`config.mk`:
```
export PLATFORM = sky130hd
export DESIGN_NAME = slpc_device_flat
export DESIGN_NICKNAME = d
export VERILOG_FILES = /design/src/hw/slpc_pkg.sv /design/src/hw/slpc_link_if.sv /design/src/hw/slpc_device.sv /design/src/flat_wrapper.sv
export SDC_FILE = /design/constraint.sdc
export NUM_CORES = 1
export LEC_CHECK = 0
export ABC_AREA = 1
export BUFFER_PORTS_ARGS = -buffer_cell sky130_fd_sc_hd__buf_2
export CORE_ASPECT_RATIO = 0.5
export CORE_MARGIN = 2
export CORE_UTILIZATION = 40
export CTS_CLUSTER_SIZE = 16
export DETAILED_ROUTE_END_ITERATION = 8
export GPL_TIMING_DRIVEN = 0
export SKIP_LAST_GASP = 1
export SLEW_MARGIN = 20
export SYNTH_ARGS = -nofsm -noshare
export SYNTH_HDL_FRONTEND = slang
export SYNTH_SLANG_ARGS = --single-unit
```
`constraint.sdc`:
```
create_clock -name mclk -period 4.7 [get_ports mclk]
set_input_delay 0.94 -clock mclk [delete_from_list [all_inputs] [get_ports mclk]]
set_output_delay 0.94 -clock mclk [all_outputs]
set_load 0.1 [all_outputs]
```
`src/hw/slpc_pkg.sv`:
```
// Shared constants and types for the short, load and power control block.
// Behaviour
// Short detection runs only while enabled.
// Short interrupt raised only when enabled.
// Short flag sticky; write 0 clears.
// Short flag reads 0 while disabled.
// Short comparator output readable, read-only.
// Comparator rising starts the delay interval.
// Delay end sets flag, clears both FETs.
// Short gone early aborts, grounds delay node.
// Delay is 100 us per nanofarad.
// Load comparator and pull-down only when enabled.
// Load interrupt on rise only when enabled.
// Load flag sticky, write 0 clears.
// Load state read-only, zero when disabled.
// Power save follows its request bit.
// Power save stops measurement and comparators; the code stops measurement and the load comparator, short detection keeps running.
// Host re-enables comparators after power save.
// Power down: pull-up, stop all, reset low.
// Wake pin low defers power down entry.
// Host turns FETs off before power down.
// Wake pin state readable; host checks it.
// Charger or wake pin low ends power down.
// Supply grounded in power down; host re-inits.
// Host rewrites FET bits after short.
// Interrupt output low while any flag set.
package slpc_pkg;
  // Device register offsets.
  localparam logic [7:0] ADDR_FET = 8'h03;
  localparam logic [7:0] ADDR_SENSE = 8'h05;
  localparam logic [7:0] ADDR_POWER = 8'h06;
  localparam logic [7:0] RESET_BYTE = 8'h00;
  // Fet register fields.
  localparam int FET_DISCHG = 0;
  localparam int FET_CHG = 1;
  // Sense register fields.
  localparam int SNS_LOAD_STATE = 0;
  localparam int SNS_LOAD_FLAG = 1;
  localparam int SNS_LOAD_IRQ_EN = 2;
  localparam int SNS_LOAD_EN = 3;
  localparam int SNS_SHORT_CMP = 4;
  localparam int SNS_SHORT_FLAG = 5;
  localparam int SNS_SHORT_IRQ_EN = 6;
  localparam int SNS_SHORT_EN = 7;
  // Power register fields.
  localparam int PWR_SAVE = 0;
  localparam int PWR_DOWN = 4;
  localparam int PWR_WAKE = 7;
  // Short delay timing.
  localparam int unsigned SC_US_PER_NF = 100;
  localparam int unsigned CLK_PERIOD_NS = 100;
  localparam int unsigned DELAY_CAP_NODE_NF_DEFAULT = 10;
  localparam int unsigned DLY_W = 24;
  // Host-side Wishbone register offsets and fields.
  localparam logic [3:0] WB_CMD = 4'h0;
  localparam logic [3:0] WB_STATUS = 4'h4;
  localparam int CMD_ADDR_LSB = 8;
  localparam int CMD_WE = 16;
  localparam int CMD_GO = 31;
  localparam int ST_BUSY = 8;
  localparam int ST_IRQ = 9;
  localparam int ST_RESET = 10;
  typedef enum logic [1:0] {PS_NORMAL, PS_SAVE, PS_DOWN} slpc_pstate_e;
  typedef enum logic {HS_IDLE, HS_REQ} slpc_hstate_e;
endpackage

```
`src/hw/slpc_link_if.sv`:
```
// Link between the protection device and its controller.
`timescale 1ns/100ps
interface slpc_link_if;
  logic req;
  logic we;
  logic [7:0] addr;
  logic [7:0] wdata;
  logic ack;
  logic [7:0] rdata;
  logic irq_out_n;
  logic mcu_reset_out_n;
  modport dev (
    input req, we, addr, wdata,
    output ack, rdata, irq_out_n, mcu_reset_out_n
  );
  modport host (
    output req, we, addr, wdata,
    input ack, rdata, irq_out_n, mcu_reset_out_n
  );
endinterface

```
`src/hw/slpc_device.sv`:
```
// Device end: registers, short delay timer, load sensing and power states.
`timescale 1ns/100ps
module slpc_device #(
  parameter int unsigned DELAY_CAP_NODE_NF = slpc_pkg::DELAY_CAP_NODE_NF_DEFAULT
) (
  // Clock and reset
  input wire logic mclk,
  input wire logic rst,
  // Link to the controller
  slpc_link_if.dev link,
  // Analog comparator levels and pins
  input wire logic short_compare_in,
  input wire logic load_open_in,
  input wire logic charger_detect_in,
  input wire logic wake_in_n,
  // Analog controls
  output logic dischg_fet_drive,
  output logic chg_fet_drive,
  output logic delay_cap_charge,
  output logic load_pulldown_en,
  output logic charger_pullup_en,
  output logic mcu_supply_on,
  output logic measure_en,
  output logic short_detect_active
);
  // Delay in cycles: 100 us per nF at the clock period.
  localparam int unsigned DLY_CYC_I =
    DELAY_CAP_NODE_NF * slpc_pkg::SC_US_PER_NF * 1000 / slpc_pkg::CLK_PERIOD_NS;
  localparam logic [slpc_pkg::DLY_W-1:0] DLY_LAST =
    slpc_pkg::DLY_W'((DLY_CYC_I < 1 ? 1 : DLY_CYC_I) - 1);

  logic df, cf, next_df, next_cf;
  logic short_detect_enable, short_irq_enable, short_irq_flag, load_compare_enable, load_irq_enable, load_irq_flag;
  logic next_esc, next_isc, next_rsc, next_ers, next_irs, next_rrs;
  logic power_save_request, power_down_request, next_psv, next_power_down_request;
  slpc_pkg::slpc_pstate_e pstate, next_pstate;
  logic [slpc_pkg::DLY_W-1:0] cnt, next_cnt;
  logic fired, next_fired;
  logic rs_q, next_rs_q;
  logic ack, next_ack;
  logic [7:0] rdata, next_rdata;
  logic irq_n, next_irq_n;
  logic rst_n_out, next_rst_n_out;
  logic next_cap, next_pulldown, next_pullup, next_supply, next_measure, next_sdet;
  logic sc_now, rs_now, short_evt, load_evt, wr;

  always_comb begin
    next_df = df;
    next_cf = cf;
    next_esc = short_detect_enable;
    next_isc = short_irq_enable;
    next_rsc = short_irq_flag;
    next_ers = load_compare_enable;
    next_irs = load_irq_enable;
    next_rrs = load_irq_flag;
    next_psv = power_save_request;
    next_power_down_request = power_down_request;
    next_pstate = pstate;
    next_cnt = cnt;
    next_fired = fired;
    next_rdata = rdata;
    // Comparator levels as seen by the logic; all circuits stop in power down.
    sc_now = short_compare_in & short_detect_enable & (pstate != slpc_pkg::PS_DOWN);
    rs_now = load_open_in & load_compare_enable & (pstate == slpc_pkg::PS_NORMAL);
    next_rs_q = rs_now;
    load_evt = rs_now & ~rs_q;
    short_evt = 1'b0;
    // The timer fires once per short episode, then waits for the short to go.
    if (!sc_now) begin
      next_cnt = '0;
      next_fired = 1'b0;
    end else if (!fired) begin
      if (cnt == DLY_LAST) begin
        short_evt = 1'b1;
        next_fired = 1'b1;
      end else begin
        next_cnt = cnt + 1'b1;
      end
    end
    // One-cycle acknowledge; a request still held after its ack is taken again two cycles later.
    next_ack = link.req & ~ack;
    wr = next_ack & link.we;
    if (wr) begin
      if (link.addr == slpc_pkg::ADDR_FET) begin
        next_df = link.wdata[slpc_pkg::FET_DISCHG];
        next_cf = link.wdata[slpc_pkg::FET_CHG];
      end else if (link.addr == slpc_pkg::ADDR_SENSE) begin
        next_esc = link.wdata[slpc_pkg::SNS_SHORT_EN];
        next_isc = link.wdata[slpc_pkg::SNS_SHORT_IRQ_EN];
        next_ers = link.wdata[slpc_pkg::SNS_LOAD_EN];
        next_irs = link.wdata[slpc_pkg::SNS_LOAD_IRQ_EN];
        if (!link.wdata[slpc_pkg::SNS_SHORT_FLAG]) begin
          next_rsc = 1'b0;
        end
        if (!link.wdata[slpc_pkg::SNS_LOAD_FLAG]) begin
          next_rrs = 1'b0;
        end
      end else if (link.addr == slpc_pkg::ADDR_POWER) begin
        next_psv = link.wdata[slpc_pkg::PWR_SAVE];
        next_power_down_request = link.wdata[slpc_pkg::PWR_DOWN];
      end
    end
    // Hardware events are applied after the write, so an event beats a write to the same bit.
    if (short_evt) begin
      next_df = 1'b0;
      next_cf = 1'b0;
      next_rsc = 1'b1;
    end
    if (load_evt) begin
      next_rrs = 1'b1;
    end
    if (!next_isc) begin
      next_rsc = 1'b0;
    end
    if (!next_irs) begin
      next_rrs = 1'b0;
    end
    // Power state machine.
    case (pstate)
      slpc_pkg::PS_DOWN: begin
        if (charger_detect_in || !wake_in_n) begin
          next_pstate = slpc_pkg::PS_NORMAL;
          next_power_down_request = 1'b0;
          next_psv = 1'b0;
        end
      end
      default: begin
        if (next_power_down_request && wake_in_n) begin
          next_pstate = slpc_pkg::PS_DOWN;
        end else if (next_psv) begin
          next_pstate = slpc_pkg::PS_SAVE;
        end else begin
          next_pstate = slpc_pkg::PS_NORMAL;
        end
      end
    endcase
    // The load comparator is left stopped after save; software restarts it.
    if (next_pstate != slpc_pkg::PS_NORMAL && pstate == slpc_pkg::PS_NORMAL) begin
      next_ers = 1'b0;
    end
    if (next_ack) begin
      if (link.addr == slpc_pkg::ADDR_FET) begin
        next_rdata = {6'h00, cf, df};
      end else if (link.addr == slpc_pkg::ADDR_SENSE) begin
        next_rdata = {short_detect_enable, short_irq_enable, short_irq_flag, sc_now, load_compare_enable, load_irq_enable, load_irq_flag, rs_now};
      end else if (link.addr == slpc_pkg::ADDR_POWER) begin
        next_rdata = {~wake_in_n, 2'b00, power_down_request, 3'b000, power_save_request};
      end else begin
        next_rdata = slpc_pkg::RESET_BYTE;
      end
    end
    next_irq_n = ~(next_rsc | next_rrs);
    next_rst_n_out = (next_pstate != slpc_pkg::PS_DOWN);
    next_supply = (next_pstate != slpc_pkg::PS_DOWN);
    next_pullup = (next_pstate == slpc_pkg::PS_DOWN);
    next_measure = (next_pstate == slpc_pkg::PS_NORMAL);
    next_pulldown = next_ers & (next_pstate == slpc_pkg::PS_NORMAL);
    next_sdet = next_esc & (next_pstate != slpc_pkg::PS_DOWN);
    next_cap = sc_now & ~next_fired;
  end

  always_ff @(posedge mclk) begin
    if (rst) begin
      df <= 1'b0;
      cf <= 1'b0;
      short_detect_enable <= 1'b0;
      short_irq_enable <= 1'b0;
      short_irq_flag <= 1'b0;
      load_compare_enable <= 1'b0;
      load_irq_enable <= 1'b0;
      load_irq_flag <= 1'b0;
      power_save_request <= 1'b0;
      power_down_request <= 1'b0;
      pstate <= slpc_pkg::PS_NORMAL;
      cnt <= '0;
      fired <= 1'b0;
      rs_q <= 1'b0;
      ack <= 1'b0;
      rdata <= slpc_pkg::RESET_BYTE;
      irq_n <= 1'b1;
      rst_n_out <= 1'b1;
      delay_cap_charge <= 1'b0;
      load_pulldown_en <= 1'b0;
      charger_pullup_en <= 1'b0;
      mcu_supply_on <= 1'b1;
      measure_en <= 1'b1;
      short_detect_active <= 1'b0;
    end else begin
      df <= next_df;
      cf <= next_cf;
      short_detect_enable <= next_esc;
      short_irq_enable <= next_isc;
      short_irq_flag <= next_rsc;
      load_compare_enable <= next_ers;
      load_irq_enable <= next_irs;
      load_irq_flag <= next_rrs;
      power_save_request <= next_psv;
      power_down_request <= next_power_down_request;
      pstate <= next_pstate;
      cnt <= next_cnt;
      fired <= next_fired;
      rs_q <= next_rs_q;
      ack <= next_ack;
      rdata <= next_rdata;
      irq_n <= next_irq_n;
      rst_n_out <= next_rst_n_out;
      delay_cap_charge <= next_cap;
      load_pulldown_en <= next_pulldown;
      charger_pullup_en <= next_pullup;
      mcu_supply_on <= next_supply;
      measure_en <= next_measure;
      short_detect_active <= next_sdet;
    end
  end

  assign dischg_fet_drive = df;
  assign chg_fet_drive = cf;
  assign link.ack = ack;
  assign link.rdata = rdata;
  assign link.irq_out_n = irq_n;
  assign link.mcu_reset_out_n = rst_n_out;
endmodule

```
`src/flat_wrapper.sv`:
```
// flat-port wrapper written by rule: the top's interface ports become plain ports
module slpc_device_flat 
#(
  parameter int unsigned DELAY_CAP_NODE_NF = slpc_pkg::DELAY_CAP_NODE_NF_DEFAULT
)
  (mclk, rst, short_compare_in, load_open_in, charger_detect_in, wake_in_n, dischg_fet_drive, chg_fet_drive, delay_cap_charge, load_pulldown_en, charger_pullup_en, mcu_supply_on, measure_en, short_detect_active, link_req, link_we, link_addr, link_wdata, link_ack, link_rdata, link_irq_out_n, link_mcu_reset_out_n);
  slpc_link_if link_i ();
  input wire logic mclk;
  input wire logic rst;
  input wire logic short_compare_in;
  input wire logic load_open_in;
  input wire logic charger_detect_in;
  input wire logic wake_in_n;
  output logic dischg_fet_drive;
  output logic chg_fet_drive;
  output logic delay_cap_charge;
  output logic load_pulldown_en;
  output logic charger_pullup_en;
  output logic mcu_supply_on;
  output logic measure_en;
  output logic short_detect_active;
  input wire logic [$bits(link_i.req)-1:0] link_req;
  input wire logic [$bits(link_i.we)-1:0] link_we;
  input wire logic [$bits(link_i.addr)-1:0] link_addr;
  input wire logic [$bits(link_i.wdata)-1:0] link_wdata;
  output wire logic [$bits(link_i.ack)-1:0] link_ack;
  output wire logic [$bits(link_i.rdata)-1:0] link_rdata;
  output wire logic [$bits(link_i.irq_out_n)-1:0] link_irq_out_n;
  output wire logic [$bits(link_i.mcu_reset_out_n)-1:0] link_mcu_reset_out_n;
  assign link_i.req = link_req;
  assign link_i.we = link_we;
  assign link_i.addr = link_addr;
  assign link_i.wdata = link_wdata;
  assign link_ack = link_i.ack;
  assign link_rdata = link_i.rdata;
  assign link_irq_out_n = link_i.irq_out_n;
  assign link_mcu_reset_out_n = link_i.mcu_reset_out_n;
  slpc_device #(.DELAY_CAP_NODE_NF(DELAY_CAP_NODE_NF)) u_core (.mclk(mclk), .rst(rst), .link(link_i), .short_compare_in(short_compare_in), .load_open_in(load_open_in), .charger_detect_in(charger_detect_in), .wake_in_n(wake_in_n), .dischg_fet_drive(dischg_fet_drive), .chg_fet_drive(chg_fet_drive), .delay_cap_charge(delay_cap_charge), .load_pulldown_en(load_pulldown_en), .charger_pullup_en(charger_pullup_en), .mcu_supply_on(mcu_supply_on), .measure_en(measure_en), .short_detect_active(short_detect_active));
endmodule
```
# == After elaboration in Yosys (flattened, before gate mapping) ==
# Index checks and enable logic that the tools add are counted.
# Widths: inputs -> output; s select.
# totals
register_bits,54
out_inout_bits,19
# classes
n_addsub,1
n_eq_ne,8
mux,49
bitwise,19
reduce_logical,11
# ops
cell,n
$mux 1,43
$add 24x1->24 const B,1
$eq 24x14->1 const B,1
$mux 8,3
$eq 8x3->1 const B,2
$and 1x1->1,10
$eq 8x2->1 const B,1
$not 1->1,8
$mux 2,3
$eq 2x2->1 const B,2
$logic_not 2->1,2
$ne 2x2->1 const B,2
$reduce_and 2->1,2
$reduce_or 2->1,2
$logic_and 1x1->1,2
$reduce_bool 2->1,1
$logic_not 1->1,1
$logic_or 1x1->1,1
$or 1x1->1,1

# == Logic depth before layout (Yosys ltp) ==
# Gate-level depths: netlist of the first run.
# logic_depth
depth_word,12
ltp_mapped,12
mapped_depth_nobuf,12

# == Worst setup path after synthesis of the first run ==
# No wires, ideal clock.
# synth_timing
path_type,register to output
startpoint,register u_core.mcu_supply_on
endpoint,output port mcu_supply_on
t_arrival_ns,1.356
required_ns,3.760
path_slack_ns,2.404
stages_incl_launch_ff,2
path_buffers,1
cell_sequence,dfxtp_1 > buf_4
# synth_rtl
element,line,source
start: declaration,slpc_device.sv:22,"output logic mcu_supply_on,"
start signal: assignment,slpc_device.sv:210,mcu_supply_on <= next_supply;
end: declaration,flat_wrapper.sv:19,output logic mcu_supply_on;
# No word-level cell between the ends.

# == Worst setup path in the final report of the first run ==
# layout_timing
startpoint,register u_core.mcu_supply_on
endpoint,output port mcu_supply_on
# No word-level cell between the ends.

==> out/qor.csv, run 1 <==
metric,value,unit
status,completed,
crit path cell chain,"buf_4, buf_2",
"Req. time, crit path",3.76,ns
die footprint,0.00783,sq mm
die width,123,um
clk slew on worst S/H paths,0.07,ns
count of different cell masters after synthesis,32,
routed len/inst,11.8,um
Clock Tree Buf Depth,2,
final WL,6670,um
Syn Nets,450,
Hold WS,0.479,ns
Clk network pwr share,42.4,%
Hold Fails Final Rpt,0,
CTS resizes,0,
CTS tree,done,
Core Region,0.00678,sq mm
post-DP HPWL,5160,um
first-pass GRT wire length,11200,um
Logic pwr share,6.9,%
Ports,43,
Clock Latency Late Sink,0.30,ns
NumNets Final,498,
async set or reset register ratio after synthesis,0,%
vias in the first global route,2500,
register bit total from synthesis,54,
Final Skew,0.00352,ns
Synth area leaders,"dfxtp_1 (38%), nand2_1 (18%), inv_1 (6.1%)",
worst slew pin tran,0.498,ns
PD cells,275,mW/mm^2
Initial Util,41.9,%
delay of the slowest cell on the worst path,0.41,ns
clock sink total,54,
RSZ-0062 raised after global routing,no,
CP Class,reg -> out,
Final Max Tran Viols,0,
Peak VDD IR,0.163,mV
count of final setup violators,0,
"most common cell after layout, fill and taps aside",nand2_1,
Ant. Diodes,0,
"Arr. time, crit path",1.12,ns
Die H,63.6,um
Cells after Synth,425,
largest registers,"u_core.cnt (24), u_core.link.rdata (8), u_core.pstate (2)",
"commonest non-fill, non-tap cells in the layout","nand2_1 (134), dfxtp_1 (54), inv_1 (46), nor2_1 (45), buf_2 (42)",
FMAX,0.484,GHz
gr usage total,18.1,%
Seq pwr share,50.7,%
num rows,21,
Ys Warns,0,
Max-Cap Viols,0,
Sw Pwr,223,uW
"critical path fanouts, max",2,
grt total ovfl,0,
Final Util,48.9,%
Tmin final,2.06,ns
CTS Buf Count,5,
"Slowest-stage cell, CP",buf_2,
pin count of the biggest net entering global routing,18,
leakage,0.00140,uW
router iterations before antenna repair,4,
Mapped Avg Cell Area,6.68,sq um
antenna violations before repair,0,
hold crit path type,reg -> reg,
Final period util,43.9,%
Max-Slew Margin vs Limit,66.8,%
Vias/cell,4.78,
setup TNS,0,ns
I/O Buffers,41,
register with the most flip-flops,u_core.cnt,
Largest register FFs,24,
post-synth design cell area,0.00284,sq mm
Main synth FF type,dfxtp_1,
Vias,2705,
sw frac,24.4,%
Post-CTS Setup Bufs,0,
Yosys top cell area share,38.1,%
drt first-iter violations,201,
CP Launch Type,flop,
"EDFF count, synth",0,
P_int,690,uW
# hold bufs at CTS,0,
layout cells sized above 1,17.1,%
number of remaining DRC errors,0,
Finished Cell Area,0.00331,sq mm
htree depth,2,
register area share after synthesis,38.1,%
Syn-to-layout area delta,16.7,%
post-synth top area cell,dfxtp_1,
Root Buffer,clkbuf_16,
gpl congestion,0.852,
Post-DRT Antenna Nets,0,
crit end category,output pin,
Post-Place Cell Area,0.00316,sq mm
-- Yosys cell counts, types with 5 or more instances --
library cell	n
inv_1	46
dfxtp_1	54
nand4_1	15
nand3_1	19
nand2_1	134
nor2_1	45
nor3_1	6
xor2_1	14
o21ai_0	11
clkbuf_1	5
inv_2	6
a21oi_1	34
-- through the flow --
stage	setup WS (ns)	instances	total power, uW
floorplan	2.40	425	517
global placement	2.39	558	537
detailed placement	2.41	558	536
CTS	2.63	566	925
global route	2.52	566	950
finish	2.64	566	913
-- worst max-delay path, delay by kind of cell, from the launching register on --
family                 cells  cell delay, ns
DFF                        1            0.33
buffers and inverters      2            0.51
-- path summary, 6_finish.rpt --
kind,start,end,slack (ns),cells past startpoint
setup / recovery,u_core.mcu_supply_on,mcu_supply_on,2.64,2
hold / removal,u_core.load_irq_enable,u_core.link.rdata[2],0.48,2
setup reg to reg,u_core.cnt[0],u_core.link.irq_out_n,2.80,10
hold reg to reg,u_core.load_irq_enable,u_core.link.rdata[2],0.48,2
-- cell families (layout without fill, tap and decap cells) --
family	count (synthesis)	after routing	synth area share (%)
AOI/OAI and AO/OA	48	48	8.73
xor gates and xnor gates	16	16	4.94
adders and majority gates	1	1	0.441
DFF	54	54	38.1
buffers and inverters	63	112	9.21
and+or+nand+nor	243	243	38.6
-- per-layer routing --
metal  GRT usage, %  vias up  routed length [um]  part of all wire, %
li1               -     1436                   -                    -
met4           4.69        0                  45                 0.67
met2           29.1       57                2910                   44
met1           24.2     1208                3330                   50
met3           4.62        4                 380                  5.7
met5              0        -                   0                    0
-- power by group through the flow --
stage	combinational (uW)	sequential, uW	clock [uW]
final	63.0	463	387
after global routing	68.2	463	419
after CTS	63.4	463	399
after detailed placement	63.1	473	0
after global placement	63.3	473	0
after floorplan	16.8	500	0
-- cell type report --
type                       instances  area, sq um
buffer                            10         61.3
inverter                          53          200
sequential                        54         1080
timing repair buffer              41          205
clock inverter                     2         16.3
tap                               92          115
multi-input combinational        308         1500
clock buffer                       6          139
fill                             736         3460
(Power assumes the default switching activity.)
==> inputs of run 2 (changes only) <==
==> constraint.sdc (replaced) <==
create_clock -name mclk -period 2.1 [get_ports mclk]
set_input_delay 0.42 -clock mclk [delete_from_list [all_inputs] [get_ports mclk]]
set_output_delay 0.42 -clock mclk [all_outputs]
set_load 0.1 [all_outputs]
==> run 2 against run 1 <==
Cell count is the same. Clock skew grew 0.0021 ns. Clock-buffer cell count is the same. Via count grew 0.18%. Sequential cell count is the same. Sequential share of layout area is essentially flat. Register-to-register slack lost 2.5 ns. Final area is essentially flat. Hold slack lost 0.089 ns. Setup slack lost 2.4 ns. Clock power grew 120%. Critical endpoint is now u_core.link.irq_out_n. Largest cell class unchanged. Largest power group unchanged.
==> out/qor.csv, run 2 (synthesis gave the netlist of run 1 again) <==
metric,value,unit,change
gr usage total,18.1,%,unchanged
drt first-iter violations,183,,-9.0%
first-pass GRT wire length,11200,um,unchanged
crit end category,flop,,
NumNets Final,498,,unchanged
Max-Slew Margin vs Limit,66.9,%,about the same
FMAX,0.541,GHz,
Finished Cell Area,0.00332,sq mm,about the same
PD cells,615,mW/mm^2,+120%
RSZ-0062 raised after global routing,no,,
Post-DRT Antenna Nets,0,,unchanged
"critical path fanouts, max",5,,+3
Largest register FFs,24,,unchanged
routed len/inst,11.8,um,-0.10%
setup TNS,0,ns,unchanged
Initial Util,41.9,%,unchanged
register with the most flip-flops,u_core.cnt,,
Clock Latency Late Sink,0.29,ns,about the same
"commonest non-fill, non-tap cells in the layout","nand2_1 (134), dfxtp_1 (54), inv_1 (46), nor2_1 (45), buf_2 (42)",,
Final period util,88.1,%,
CTS resizes,0,,unchanged
I/O Buffers,41,,unchanged
worst slew pin tran,0.497,ns,-0.000784 ns
grt total ovfl,0,,unchanged
Post-CTS Setup Bufs,0,,unchanged
Core Region,0.00678,sq mm,unchanged
Logic pwr share,6.9,%,about the same
Hold Fails Final Rpt,0,,unchanged
P_int,1540,uW,+120%
"most common cell after layout, fill and taps aside",nand2_1,,
sw frac,24.3,%,-0.094 points
CTS Buf Count,5,,unchanged
Clock Tree Buf Depth,2,,unchanged
CP Class,reg -> reg,,
Root Buffer,clkbuf_16,,
"Arr. time, crit path",2.05,ns,+0.93 ns
Clk network pwr share,42.3,%,about the same
Final Skew,0.00564,ns,+0.00212 ns
router iterations before antenna repair,4,,unchanged
gpl congestion,0.852,,unchanged
Ant. Diodes,0,,unchanged
die width,123,um,unchanged
Peak VDD IR,0.361,mV,+120%
CP Launch Type,flop,,
largest registers,"u_core.cnt (24), u_core.link.rdata (8), u_core.pstate (2)",,
GR met1 Demand/Resource,24.2,%,unchanged
Die H,63.6,um,unchanged
Max-Cap Viols,0,,unchanged
post-DP HPWL,5160,um,unchanged
Ports,43,,unchanged
count of final setup violators,0,,unchanged
Syn-to-layout area delta,16.8,%,about the same
num rows,21,,unchanged
Tmin final,1.85,ns,
# hold bufs at CTS,0,,unchanged
Final Max Tran Viols,0,,unchanged
leakage,0.00140,uW,-0.23%
Sw Pwr,496,uW,+120%
Vias,2710,,+0.18%
Vias/cell,4.79,,+0.18%
htree depth,2,,unchanged
Post-Place Cell Area,0.00316,sq mm,unchanged
CTS tree,done,,
r2r setup slk,0.25,ns,-2.55 ns
hold crit path type,in -> reg,,
layout cells sized above 1,17.3,%,+0.21 points
clock sink total,54,,unchanged
final WL,6660,um,-0.10%
# fillers,735,,-0.14%
status,completed,,
"Req. time, crit path",2.30,ns,-1.46 ns
Seq pwr share,50.8,%,about the same
met3 GRT Util,4.62,%,unchanged
die footprint,0.00783,sq mm,unchanged
number of remaining DRC errors,0,,unchanged
vias in the first global route,2500,,unchanged
clk slew on worst S/H paths,0.07,ns,about the same
Top Usage Layer GRT,met2,,
antenna violations before repair,0,,unchanged
GR met2 Demand/Resource,29.1,%,unchanged
pin count of the biggest net entering global routing,18,,unchanged
run 2: final timing paths:
kind                          start                         end  cells past startpoint
max                   u_core.cnt[0]       u_core.link.irq_out_n                     10
min                   link_wdata[7]  u_core.short_detect_enable                      3
max reg2reg           u_core.cnt[0]       u_core.link.irq_out_n                     10
min reg2reg  u_core.load_irq_enable        u_core.link.rdata[2]                      2
run 2: layer usage:
metal | wire length (um) | part of all wire, %
met4 | 68 | 1.0
met2 | 2900 | 43
met5 | 0 | 0
met3 | 347 | 5.2
met1 | 3350 | 50
run 2: final cells by class:
class                   instances  area (sq um)  share of cell area [%]
repair buffers                 41           205                    6.19
multi-input cells             308          1500                    45.2
flip-flops and latches         54          1080                    32.6
plain buffers                  10          61.3                    1.85
inverters                      53           200                    6.04
clock inverters                 2          16.3                   0.490
clock buffers                   6           139                    4.19
well taps                      92           115                    3.47
run 2: critical path, cell delays in order, from the launching register on:
cell,delay [ns]
dfxtp_1,0.44
ha_2,0.28
nand2_2,0.10
nor2_4,0.17
inv_2,0.08
nor4_1,0.16
nand4_1,0.23
nand2_1,0.11
nand2_1,0.07
nand2_1,0.07
inv_1,0.03
run 2: stage by stage:
stage	setup WS (ns)	std cells	total power [uW]	hold WS [ns]	utilization [%]
3_5_place_dp	0.260	558	1200	0.467	46.6
3_3_place_gp	0.236	558	1200	0.463	46.6
6_report	0.250	566	2040	0.391	48.9
2_1_floorplan	0.136	425	1160	0.439	-
4_1_cts	0.214	566	2070	0.389	48.9
5_1_grt	0.0217	566	2130	0.386	48.9
run 2: power by group through the flow:
stage                     Sequential (uW)  Clock (uW)  Combinational, uW
final                                1040         864                141
after global routing                 1040         937                153
after CTS                            1040         894                142
after detailed placement             1060           0                141
after global placement               1060           0                142
after floorplan                      1120           0               37.5
==> inputs of run 3 (changes only) <==
--- a/config.mk
+++ b/config.mk
@@ -7,7 +7,7 @@
 export LEC_CHECK = 0
 export ABC_AREA = 1
 export BUFFER_PORTS_ARGS = -buffer_cell sky130_fd_sc_hd__buf_2
-export CORE_ASPECT_RATIO = 0.5
+export CORE_ASPECT_RATIO = 1.1
 export CORE_MARGIN = 2
 export CORE_UTILIZATION = 40
 export CTS_CLUSTER_SIZE = 16
==> run 3 against run 2 <==
Maximum frequency fell by 1.8%. Clock skew up 0.0034 ns. Final area fell by 1.7%. Setup slack worse by 0.035 ns. Sequential cell count stayed put.
==> out/qor.csv, run 3 (synthesis gave the netlist of run 1 again) <==
metric,value,unit,change
CTS tree,done,,
number of remaining DRC errors,0,,unchanged
FMAX,0.531,GHz,-1.8%
clk slew on worst S/H paths,0.10,ns,+0.03 ns
Top Usage Layer GRT,met2,,
Seq pwr share,55.1,%,+4.3 points
routed len/inst,12.3,um,+4.6%
met3 GRT Util,3.21,%,-1.4 points
Hold Fails Final Rpt,0,,unchanged
largest registers,"u_core.cnt (24), u_core.link.rdata (8), u_core.pstate (2)",,
NumNets Final,498,,unchanged
CP Launch Type,flop,,
Vias/cell,4.96,,+3.5%
Sw Pwr,458,uW,-7.6%
register with the most flip-flops,u_core.cnt,,
PD cells,576,mW/mm^2,-6.3%
Clock Tree Buf Depth,2,,unchanged
Initial Util,41.0,%,-0.89 points
grt total ovfl,0,,unchanged
"commonest non-fill, non-tap cells in the layout","nand2_1 (134), dfxtp_1 (54), inv_1 (46), nor2_1 (45), buf_2 (42)",,
leakage,0.00138,uW,-1.4%
"most common cell after layout, fill and taps aside",nand2_1,,
gpl congestion,0.961,,+13%
antenna violations before repair,0,,unchanged
Logic pwr share,7.5,%,+0.6 points
die footprint,0.00779,sq mm,-0.51%
first-pass GRT wire length,11500,um,+2.5%
Final period util,89.7,%,+1.6 points
"Arr. time, crit path",2.12,ns,+0.07 ns
layout cells sized above 1,16.9,%,-0.42 points
Clk network pwr share,37.4,%,-4.9 points
Post-DRT Antenna Nets,0,,unchanged
Peak VDD IR,0.462,mV,+28%
drt first-iter violations,104,,-43%
# hold bufs at CTS,0,,unchanged
CTS Buf Count,5,,unchanged
Root Buffer,clkbuf_8,,
GR met1 Demand/Resource,22.0,%,-2.2 points
Largest register FFs,24,,unchanged
"critical path fanouts, max",5,,unchanged
Hold WS,0.388,ns,-0.00240 ns
htree depth,2,,unchanged
final WL,6880,um,+3.3%
r2r setup slk,0.22,ns,-0.03 ns
GR met2 Demand/Resource,31.4,%,+2.3 points
Ant. Diodes,0,,unchanged
P_int,1420,uW,-8.0%
RSZ-0062 raised after global routing,no,,
sw frac,24.4,%,+0.066 points
# fillers,721,,-1.9%
hold crit path type,in -> reg,,
Final Skew,0.00902,ns,+0.00337 ns
crit end category,flop,,
Clock Latency Late Sink,0.31,ns,+0.02 ns
clock sink total,54,,unchanged
num rows,32,,+52%
Syn-to-layout area delta,14.9,%,
die width,84.3,um,-32%
"Req. time, crit path",2.34,ns,+0.04 ns
CP Class,reg -> reg,,
Max-Cap Viols,0,,unchanged
vias in the first global route,2605,,+4.2%
status,completed,,
Tmin final,1.88,ns,+0.0346 ns
CTS resizes,0,,unchanged
Core Region,0.00693,sq mm,+2.2%
post-DP HPWL,5360,um,+4.0%
pin count of the biggest net entering global routing,17,,-1
count of final setup violators,0,,unchanged
Post-CTS Setup Bufs,0,,unchanged
router iterations before antenna repair,4,,unchanged
Max-Slew Margin vs Limit,67.2,%,+0.28 points
gr usage total,18.2,%,+0.059 points
worst slew pin tran,0.493,ns,-0.00421 ns
Final Max Tran Viols,0,,unchanged
Die H,92.4,um,+45%
I/O Buffers,41,,unchanged
Ports,43,,unchanged
setup TNS,0,ns,unchanged
Vias,2770,,+2.2%
run 3: layer usage:
metal	vias to the layer above	wire length, um
met5	-	0
met4	0	228
met3	19	317
met2	69	3250
met1	1245	3090
li1	1437	-
run 3: stage by stage:
stage | area, sq um | util, % | worst slack, ns | std cells | total power, uW
floorplan | 2840 | - | 0.136 | 425 | 1160
detailed placement | 3150 | 45.5 | 0.239 | 551 | 1200
finish | 3260 | 47.1 | 0.216 | 559 | 1880
global placement | 3150 | 45.5 | 0.261 | 551 | 1200
global route | 3260 | 47.1 | 0.109 | 559 | 1960
CTS | 3260 | 47.1 | 0.208 | 559 | 1900
run 3: layout make-up:
cell class                      count  area (sq um)  area share [%]
Sequential cell                    54          1080            33.2
Multi-Input combinational cell    308          1500            45.9
Tap cell                           85           106            3.26
Clock inverter                      2          37.5            1.15
Inverter                           53           200            6.14
Timing Repair Buffer               41           205            6.29
Clock buffer                        6          72.6            2.23
Buffer                             10          61.3            1.88
run 3: final timing paths:
kind                         start                      to  depth (start not counted)
max                  u_core.cnt[0]          u_core.cnt[14]                          7
min                  link_wdata[2]  u_core.load_irq_enable                          3
max reg2reg          u_core.cnt[0]          u_core.cnt[14]                          7
min reg2reg  u_core.short_irq_flag    u_core.link.rdata[5]                          2
run 3: worst max-delay path: stages, from the launching register on:
cell     delay, ns
dfxtp_1       0.45
ha_1          0.31
nand2_2       0.12
nor3_2        0.40
nand3_1       0.16
xor2_1        0.19
nand2_1       0.07
a21oi_1       0.12
run 3: power by group through the flow:
stage / registers, uW / clock network (uW) / logic, uW
final: 1040 / 702 / 141
after global routing: 1040 / 769 / 151
after CTS: 1040 / 726 / 142
after detailed placement: 1060 / 0 / 142
after global placement: 1060 / 0 / 142
after floorplan: 1120 / 0 / 37.5
